===== config.mk =====
export PLATFORM = sky130hd
export DESIGN_NAME = reset_strap_and_gpio_mux
export DESIGN_NICKNAME = d
export VERILOG_FILES = /design/src/strap_gpio_pkg.sv /design/src/pin_sync.sv /design/src/reset_strap_and_gpio_mux.sv
export VERILOG_INCLUDE_DIRS = /design/src
export SDC_FILE = /design/constraint.sdc
export NUM_CORES = 1
export LEC_CHECK = 0
export BUFFER_PORTS_ARGS = -buffer_cell sky130_fd_sc_hd__buf_2
export CAP_MARGIN = 30
export CORE_MARGIN = 3
export CORE_UTILIZATION = 47
export DETAILED_ROUTE_END_ITERATION = 7
export GPL_TIMING_DRIVEN = 0
export PLACE_DENSITY = 0.87
export SLEW_MARGIN = 15
export SYNTH_ARGS = -nofsm -noshare
export SYNTH_HDL_FRONTEND = slang
export SYNTH_SLANG_ARGS = --single-unit

===== constraint.sdc =====
create_clock -name core_clk -period 1.6 [get_ports core_clk]
set_input_delay 0.16 -clock core_clk [delete_from_list [all_inputs] [get_ports core_clk]]
set_output_delay 0.16 -clock core_clk [all_outputs]
set_load 0.03 [all_outputs]

===== src/strap_gpio_regs.svh =====
// Functional notes
// - Reset high forces all logic to defaults
// - Capture config-select straps at reset release
// - Config pins become general pins 0-2
// - Status shows live and latched pin bits
// - Test strap high at release enters test
// - Test pin becomes general pin 3
// - Mode 01 enables crystal driver
// - Mode 10 takes external clock on reference
// - Six-output parts drop outputs 2,5,7,10
// - Interface straps captured, then serial pins
`ifndef STRAP_GPIO_REGS_SVH
`define STRAP_GPIO_REGS_SVH
`define REF_MODE_CRYSTAL   2'h1
`define REF_MODE_EXTCLK    2'h2
`define REF_MODE_RESET     2'h0
`define OUTPUT_MASK_SIX    10'h1AD
`define OUTPUT_MASK_TEN    10'h3FF
`define PIN_CFG_INPUT      2'h0
`define PIN_CFG_OUT_LOW    2'h1
`define PIN_CFG_OUT_HIGH   2'h2
`define PIN_CFG_OUT_STATUS 2'h3
`define RESET_MIN_NS       1000
`define CLK_PERIOD_NS      40
`define RESET_MIN_CYCLES   ((`RESET_MIN_NS + `CLK_PERIOD_NS - 1) / `CLK_PERIOD_NS)
`endif


===== src/strap_gpio_pkg.sv =====
`default_nettype none
package strap_gpio_pkg;
  typedef enum logic [1:0] {
    HOLD,
    SETTLE,
    RUN
  } phase_type;
endpackage
`default_nettype wire


===== src/pin_sync.sv =====
`default_nettype none
module pin_sync (
  input  wire logic       core_clk,
  input  wire logic       rst,
  input  wire logic [5:0] rawIn,
  output logic      [5:0] syncOut
);
  typedef struct packed {
    logic [5:0] stage1;
    logic [5:0] stage2;
  } sync_state_type;

  sync_state_type state;
  sync_state_type next_state;

  always_comb begin
    next_state        = state;
    next_state.stage1 = rawIn;
    next_state.stage2 = state.stage1;
  end

  always_ff @(posedge core_clk or posedge rst) begin
    if (rst) begin
      state <= '0;
    end else begin
      state <= next_state;
    end
  end

  assign syncOut = state.stage2;
endmodule
`default_nettype wire


===== src/reset_strap_and_gpio_mux.sv =====
`include "strap_gpio_regs.svh"
`default_nettype none
module reset_strap_and_gpio_mux
  import strap_gpio_pkg::*;
#(
  parameter bit SIX_OUTPUT = 1'b0
) (
  input  wire logic       core_clk,
  input  wire logic       rst,
  input  wire logic [3:0] generalPinIn,
  output logic      [3:0] generalPinOut,
  output logic      [3:0] generalPinOe,
  input  wire logic [1:0] interfaceStrapIn,
  input  wire logic [7:0] pinControlRegOne,
  input  wire logic [1:0] pin2ConfigField,
  input  wire logic [1:0] pin3ConfigField,
  input  wire logic [1:0] referencePinMode,
  input  wire logic       statusLatchClear,
  input  wire logic [9:0] outputEnableReq,
  output logic      [2:0] configSelect,
  output logic            factoryTest,
  output logic      [1:0] interfaceMode,
  output logic            strapValid,
  output logic      [7:0] pinStatusReg,
  output logic            crystalDriverEn,
  output logic            externalClockEn,
  output logic      [9:0] outputClockEn
);
  typedef struct packed {
    phase_type  phase;
    logic [2:0] configSelect;
    logic       factoryTest;
    logic [1:0] interfaceMode;
    logic       strapValid;
    logic [3:0] pinOut;
    logic [3:0] pinOe;
    logic [3:0] latched;
    logic [3:0] live;
    logic       crystalEn;
    logic       extClkEn;
    logic [9:0] outEn;
  } mux_state_type;

  mux_state_type state;
  mux_state_type next_state;
  logic [5:0]    syncPins;
  logic [7:0]    pinCfg;

  // Straps arrive on pins, so both groups are synchronised first
  pin_sync u_sync (
    .core_clk (core_clk),
    .rst      (rst),
    .rawIn    ({interfaceStrapIn, generalPinIn}),
    .syncOut  (syncPins)
  );

  // Pins 0,1 from control reg one; pin 2 and 3 from fields of reg two
  assign pinCfg = {pin3ConfigField, pin2ConfigField, pinControlRegOne[3:0]};

  always_comb begin
    next_state = state;
    case (state.phase)
      // First clock after release: sync chain still holds reset zeros
      HOLD: begin
        next_state.phase = SETTLE;
      end
      SETTLE: begin
        next_state.phase = RUN;
      end
      // Capture exactly once; sync has now seen pin levels at release
      RUN: begin
        if (!state.strapValid) begin
          next_state.configSelect  = syncPins[2:0];
          next_state.factoryTest   = syncPins[3];
          next_state.interfaceMode = syncPins[5:4];
          next_state.strapValid    = 1'b1;
        end
      end
      default: begin
        next_state.phase = HOLD;
      end
    endcase

    for (int i = 0; i < 4; i++) begin
      if (state.strapValid) begin
        case (pinCfg[2*i +: 2])
          `PIN_CFG_OUT_LOW: begin
            next_state.pinOut[i] = 1'b0;
            next_state.pinOe[i]  = 1'b1;
          end
          `PIN_CFG_OUT_HIGH: begin
            next_state.pinOut[i] = 1'b1;
            next_state.pinOe[i]  = 1'b1;
          end
          `PIN_CFG_OUT_STATUS: begin
            next_state.pinOut[i] = state.factoryTest;
            next_state.pinOe[i]  = 1'b1;
          end
          default: begin
            next_state.pinOut[i] = 1'b0;
            next_state.pinOe[i]  = 1'b0;
          end
        endcase
      end else begin
        // Pins stay inputs until straps are safely taken
        next_state.pinOut[i] = 1'b0;
        next_state.pinOe[i]  = 1'b0;
      end
    end

    next_state.live = syncPins[3:0];
    // Set wins over clear so a pin high during clear is kept
    if (statusLatchClear) begin
      next_state.latched = state.strapValid ? syncPins[3:0] : 4'h0;
    end else if (state.strapValid) begin
      next_state.latched = state.latched | syncPins[3:0];
    end

    next_state.crystalEn = (referencePinMode == `REF_MODE_CRYSTAL);
    next_state.extClkEn  = (referencePinMode == `REF_MODE_EXTCLK);
    next_state.outEn     = outputEnableReq &
                           (SIX_OUTPUT ? `OUTPUT_MASK_SIX : `OUTPUT_MASK_TEN);
  end

  always_ff @(posedge core_clk or posedge rst) begin
    if (rst) begin
      state           <= '0;
      state.phase     <= HOLD;
    end else begin
      state <= next_state;
    end
  end

  assign configSelect    = state.configSelect;
  assign factoryTest     = state.factoryTest;
  assign interfaceMode   = state.interfaceMode;
  assign strapValid      = state.strapValid;
  assign generalPinOut   = state.pinOut;
  assign generalPinOe    = state.pinOe;
  assign pinStatusReg    = {state.latched, state.live};
  assign crystalDriverEn = state.crystalEn;
  assign externalClockEn = state.extClkEn;
  assign outputClockEn   = state.outEn;

  chk_strap_held: assert property (@(posedge core_clk) disable iff (rst)
    strapValid |=> $stable(configSelect) && $stable(factoryTest) && $stable(interfaceMode))
    else $error("Strap value changed after capture");

  chk_strap_once: assert property (@(posedge core_clk) disable iff (rst)
    $rose(strapValid) |-> configSelect == $past(syncPins[2:0]))
    else $error("Config select not taken from strap pins");

  chk_test_strap: assert property (@(posedge core_clk) disable iff (rst)
    $rose(strapValid) |-> factoryTest == $past(syncPins[3]))
    else $error("Test strap not captured");

  chk_iface_strap: assert property (@(posedge core_clk) disable iff (rst)
    $rose(strapValid) |-> interfaceMode == $past(syncPins[5:4]))
    else $error("Interface straps not captured");

  chk_crystal_mode: assert property (@(posedge core_clk) disable iff (rst)
    referencePinMode == `REF_MODE_CRYSTAL |=> crystalDriverEn && !externalClockEn)
    else $error("Crystal driver not enabled");

  chk_extclk_mode: assert property (@(posedge core_clk) disable iff (rst)
    referencePinMode == `REF_MODE_EXTCLK |=> externalClockEn && !crystalDriverEn)
    else $error("External clock not selected");

  chk_six_outputs: assert property (@(posedge core_clk) disable iff (rst)
    SIX_OUTPUT |-> !outputClockEn[1] && !outputClockEn[4] && !outputClockEn[6] &&
                   !outputClockEn[9])
    else $error("Absent output enabled");

  chk_pins_idle: assert property (@(posedge core_clk) disable iff (rst)
    !strapValid |-> generalPinOe == 4'h0)
    else $error("Pin driven before strap capture");

  chk_live_status: assert property (@(posedge core_clk) disable iff (rst)
    pinStatusReg[3:0] == $past(syncPins[3:0], 1))
    else $error("Live status wrong");

  chk_reset_defaults: assert property (@(posedge core_clk)
    rst |-> !strapValid && generalPinOe == 4'h0)
    else $error("Reset defaults not held");

  chk_pin3_drive: assert property (@(posedge core_clk) disable iff (rst)
    strapValid && pin3ConfigField == `PIN_CFG_OUT_HIGH |=> generalPinOe[3] && generalPinOut[3])
    else $error("Pin 3 not driven high");

  chk_pin0_input: assert property (@(posedge core_clk) disable iff (rst)
    strapValid && pinControlRegOne[1:0] == `PIN_CFG_INPUT |=> !generalPinOe[0])
    else $error("Pin 0 driven while set as input");

  chk_pin2_low: assert property (@(posedge core_clk) disable iff (rst)
    strapValid && pin2ConfigField == `PIN_CFG_OUT_LOW |=> generalPinOe[2] && !generalPinOut[2])
    else $error("Pin 2 not driven low");

  chk_status_drive: assert property (@(posedge core_clk) disable iff (rst)
    strapValid && pin3ConfigField == `PIN_CFG_OUT_STATUS |=> generalPinOut[3] == factoryTest)
    else $error("Pin 3 does not show test mode");

  chk_mode_off: assert property (@(posedge core_clk) disable iff (rst)
    referencePinMode inside {`REF_MODE_RESET, 2'h3} |=> !crystalDriverEn && !externalClockEn)
    else $error("Reference driver on in unused mode");

  // Set must win even while the clear is held
  chk_latch_set: assert property (@(posedge core_clk) disable iff (rst)
    strapValid |=> (pinStatusReg[7:4] & $past(syncPins[3:0])) == $past(syncPins[3:0]))
    else $error("High pin not latched");

  chk_latch_sticky: assert property (@(posedge core_clk) disable iff (rst)
    strapValid && !statusLatchClear |=>
      (pinStatusReg[7:4] & $past(pinStatusReg[7:4])) == $past(pinStatusReg[7:4]))
    else $error("Latched bit lost without clear");

  chk_reset_outputs: assert property (@(posedge core_clk)
    rst |-> outputClockEn == 10'h000 && pinStatusReg == 8'h00 &&
            !crystalDriverEn && !externalClockEn)
    else $error("Outputs not cleared in reset");

  cov_test_mode:  cover property (@(posedge core_clk) disable iff (rst)
    $rose(strapValid) && factoryTest);
  cov_cfg_seven:  cover property (@(posedge core_clk) disable iff (rst)
    $rose(strapValid) && configSelect == 3'h7);
  cov_latch_clr:  cover property (@(posedge core_clk) disable iff (rst)
    statusLatchClear && strapValid);
  cov_status_pin: cover property (@(posedge core_clk) disable iff (rst)
    generalPinOe[3] && generalPinOut[3] && factoryTest);
endmodule
`default_nettype wire


==> results.cfg <==
[synthesis]
syn_area_sq_mm = 0.001710
synth-seq-cells = 49
synth_nets = 153
yosysSeqAreaShare_pct = 71.69
avgSynthCellArea_sq_um = 14.25
synth_cell_types = 14
ys.warnings.count = 0
syn_inst = 120

[critical_path]
critPathArrivalTime_ns = 1.60
worstSetupEndpointType = flip-flop
cp_max_fo = 6
critPathLaunch = strapValid$_DFFE_PP0N_
start_kind = flip-flop
crit_path_max_incr_delay_ns = 0.48
r2r_slack_ns = 0.25
crit_chain = nor3b_4 -> mux2_2
critPathCapture = factoryTest$_DFFE_PP0P_
cp_num_cells = 2
r2r_end = factoryTest$_DFFE_PP0P_
required_ns = 1.85
path_class = flip-flop to flip-flop
regToRegStartpoint = strapValid$_DFFE_PP0N_
critPathBufInv = 0
crit_family = flip-flops
r2r_cells = 2
slowest_stage = dfrtp_1

[power_and_ir_drop]
switching_share_pct = 24.40
clkPwrFrac_pct = 24.6
leakagePower_nw = 1.235
power_density_mw_per_mm2 = 916.1
combPwrFrac_pct = 15.8
seq_power_share_pct = 59.6
max-vdd-ir-drop_mv = 0.7185
p_sw_w = 0.0005407
power.internal_w = 0.001675

[hold_path]
hp-class = input port to flip-flop

[detailed_routing]
num_vias = 1125
routedWlPerCell_microns = 12.05
drtIter0Drc = 61
routed_wl_microns = 3168
firstDrtPassIters = 4
ant_nets = 0
route.detailed.drc = 0
vias_per_cell = 4.278

[placement]
dpl_cell_area_sq_mm = 0.002103
portBuffers = 63
place.gp.congestion = 0.6930
hpwlAfterDp_microns = 2017

[finish]
final_cell_area_sq_mm = 0.002419
fin_util_pct = 70.81
n_antenna_cell = 0
drive_gt1_share_pct = 51.15
fin_nets = 250
syn_to_final_growth_pct = 41.40

[die]
dieHeight_microns = 66.33
die_x_microns = 66.33
rows = 21
start_util_pct = 50.07
dieArea_sq_mm = 0.004399
ios = 68
core-area_sq_mm = 0.003416

[timing]
setup_viol = 0
skew_ns = 0.004988
period_share_pct = 84.55
tightestPinTransition_ns = 0.3847
fmax_mhz = 739.2
drv_slew = 0
max-slew-margin-rel_pct = 74.31
rsz0062_at_grt = false
finalCriticalPeriod_ns = 1.353
tns_ns = 0
finalHoldViolations = 0

[global_routing]
grt_pass1_wl_microns = 5106
overflow = 0
antenna_found_initial = 0
busiest_layer = met2
grt_max_degree = 33
grtUsageMet2_pct = 28.87
met3_usage_pct = 5.782
grt.met1_usage_pct = 16.93
grt_pass1_vias = 1149
grt_use_total_pct = 16.38

[clock_network]
clock_latency_ns = 0.35
clkTransAtPathRegs_ns = 0.12
clockBufferDepth = 2
htree_levels = 2
cts_buffers = 5
cts_root_buf = clkbuf_4
cts_tree = done
post-cts-setup-buffers = 0
clock_sinks = 49

[run]
drv_cap = 0

[run_status]
outcome = finished clean
metal layers:
metal  share of wire (%)  wire length (microns)  vias up
met5                   0                      0        -
met4                 1.9                     60        0
met3                 7.3                    230        8
met2                  55                   1738       52
met1                  36                   1138      526
li1                    -                      -      539
cell usage after synthesis:
master,number,area share [%]
o21ai_0,4,1.2
nor3b_4,1,1.1
inv_1,7,1.5
a21o_2,1,0.51
buf_4,31,14
dfrtp_1,49,72
o21a_1,4,1.8
nand2_1,8,1.8
mux2_2,6,3.9
xor2_1,1,0.51
nor2_1,1,0.22
nor2b_1,2,0.73
buf_2,1,0.29
a21oi_1,4,1.2
cells by family after synthesis:
family / synth area share [%]
flip-flops: 71.69
buffers and inverters: 15.44
multiplexers: 3.950
AO/OA/AOI/OAI: 4.609
AND/OR/NAND/NOR: 3.804
XOR/XNOR: 0.5122
worst min-delay path: cells and delay by family:
family | cells | cell delay [ns]
AOI/OAI and AO/OA | 1 | 0.04
buffers and inverters | 1 | 0.11
and+or+nand+nor | 1 | 0.06
layout by cell type, fill, tap and decap left out, drive strengths merged:
cell type | synthesis | layout
o21a | 4 | 4
clkbuf | 0 | 7
xor2 | 1 | 1
buf | 32 | 96
inv | 7 | 7
a21oi | 4 | 4
dlygate4sd3 | 0 | 26
nor2 | 1 | 1
mux2 | 6 | 6
nor3b | 1 | 1
a21o | 1 | 1
dfrtp | 49 | 49
nand2 | 8 | 8
nor2b | 2 | 2
o21ai | 4 | 4
registers in the layout, indices dropped and copies added, names as in the netlist, 3 cells and up:
signal and count:
configSelect 3, generalPinOe 4, outputClockEn 10, pinStatusReg 8, generalPinOut 4, u_sync.syncOut 6, u_sync.next_state 6
power by group through the flow:
stage	Sequential, W	Clock, W	Combinational [W]
3_3_place_gp	0.00134	0	0.000290
5_1_grt	0.00133	0.000634	0.000380
2_1_floorplan	0.00135	0	0.000198
6_report	0.00132	0.000544	0.000350
4_1_cts	0.00132	0.000570	0.000347
3_5_place_dp	0.00135	0	0.000302
final cells by class:
type / count / area [sq um]
plain buffers: 32 / 237.7
inverters: 7 / 26.28
clock buffers: 7 / 55.05
multi-input cells: 32 / 220.2
flip-flops and latches: 49 / 1226
repair buffers: 90 / 595.6
well taps: 46 / 57.56
fillers: 249 / 997.2
worst min-delay path by stage:
stage                        startpoint                              to  slack (ns)  depth (start not counted)
detailed placement                  rst  u_sync.next_state[1]$_DFF_PP0_        0.16                          2
floorplan            outputEnableReq[0]      outputClockEn[0]$_DFF_PP0_        0.19                          0
global placement     outputEnableReq[6]      outputClockEn[6]$_DFF_PP0_        0.27                          1
global route        pinControlRegOne[1]      generalPinOut[0]$_DFF_PP0_       0.001                          3
CTS                  pin3ConfigField[1]       generalPinOe[3]$_DFF_PP0_       0.009                          2
finish              pinControlRegOne[3]      generalPinOut[1]$_DFF_PP0_        0.03                          3
metrics by stage:
step | hold WS [ns] | power, W | setup WS, ns | cells
4_1_cts | 0.009309 | 0.002239 | 0.2320 | 261
3_3_place_gp | 0.2673 | 0.001634 | -0.2236 | 229
2_1_floorplan | 0.1914 | 0.001546 | 0.2439 | 120
5_1_grt | 0.001250 | 0.002342 | 0.1668 | 263
6_report | 0.03142 | 0.002216 | 0.2472 | 263
3_5_place_dp | 0.1612 | 0.001649 | 0.2501 | 230
timing repair:
| action | 4_1_cts | 5_1_grt |
|---|---|---|
| hold buffers | 24 | 2 |
| hold endpoints to repair | 40 | 4 |
| gates resized for setup | 0 | 0 |
| setup endpoints to repair | 0 | 0 |
(Power assumes the default switching activity.)
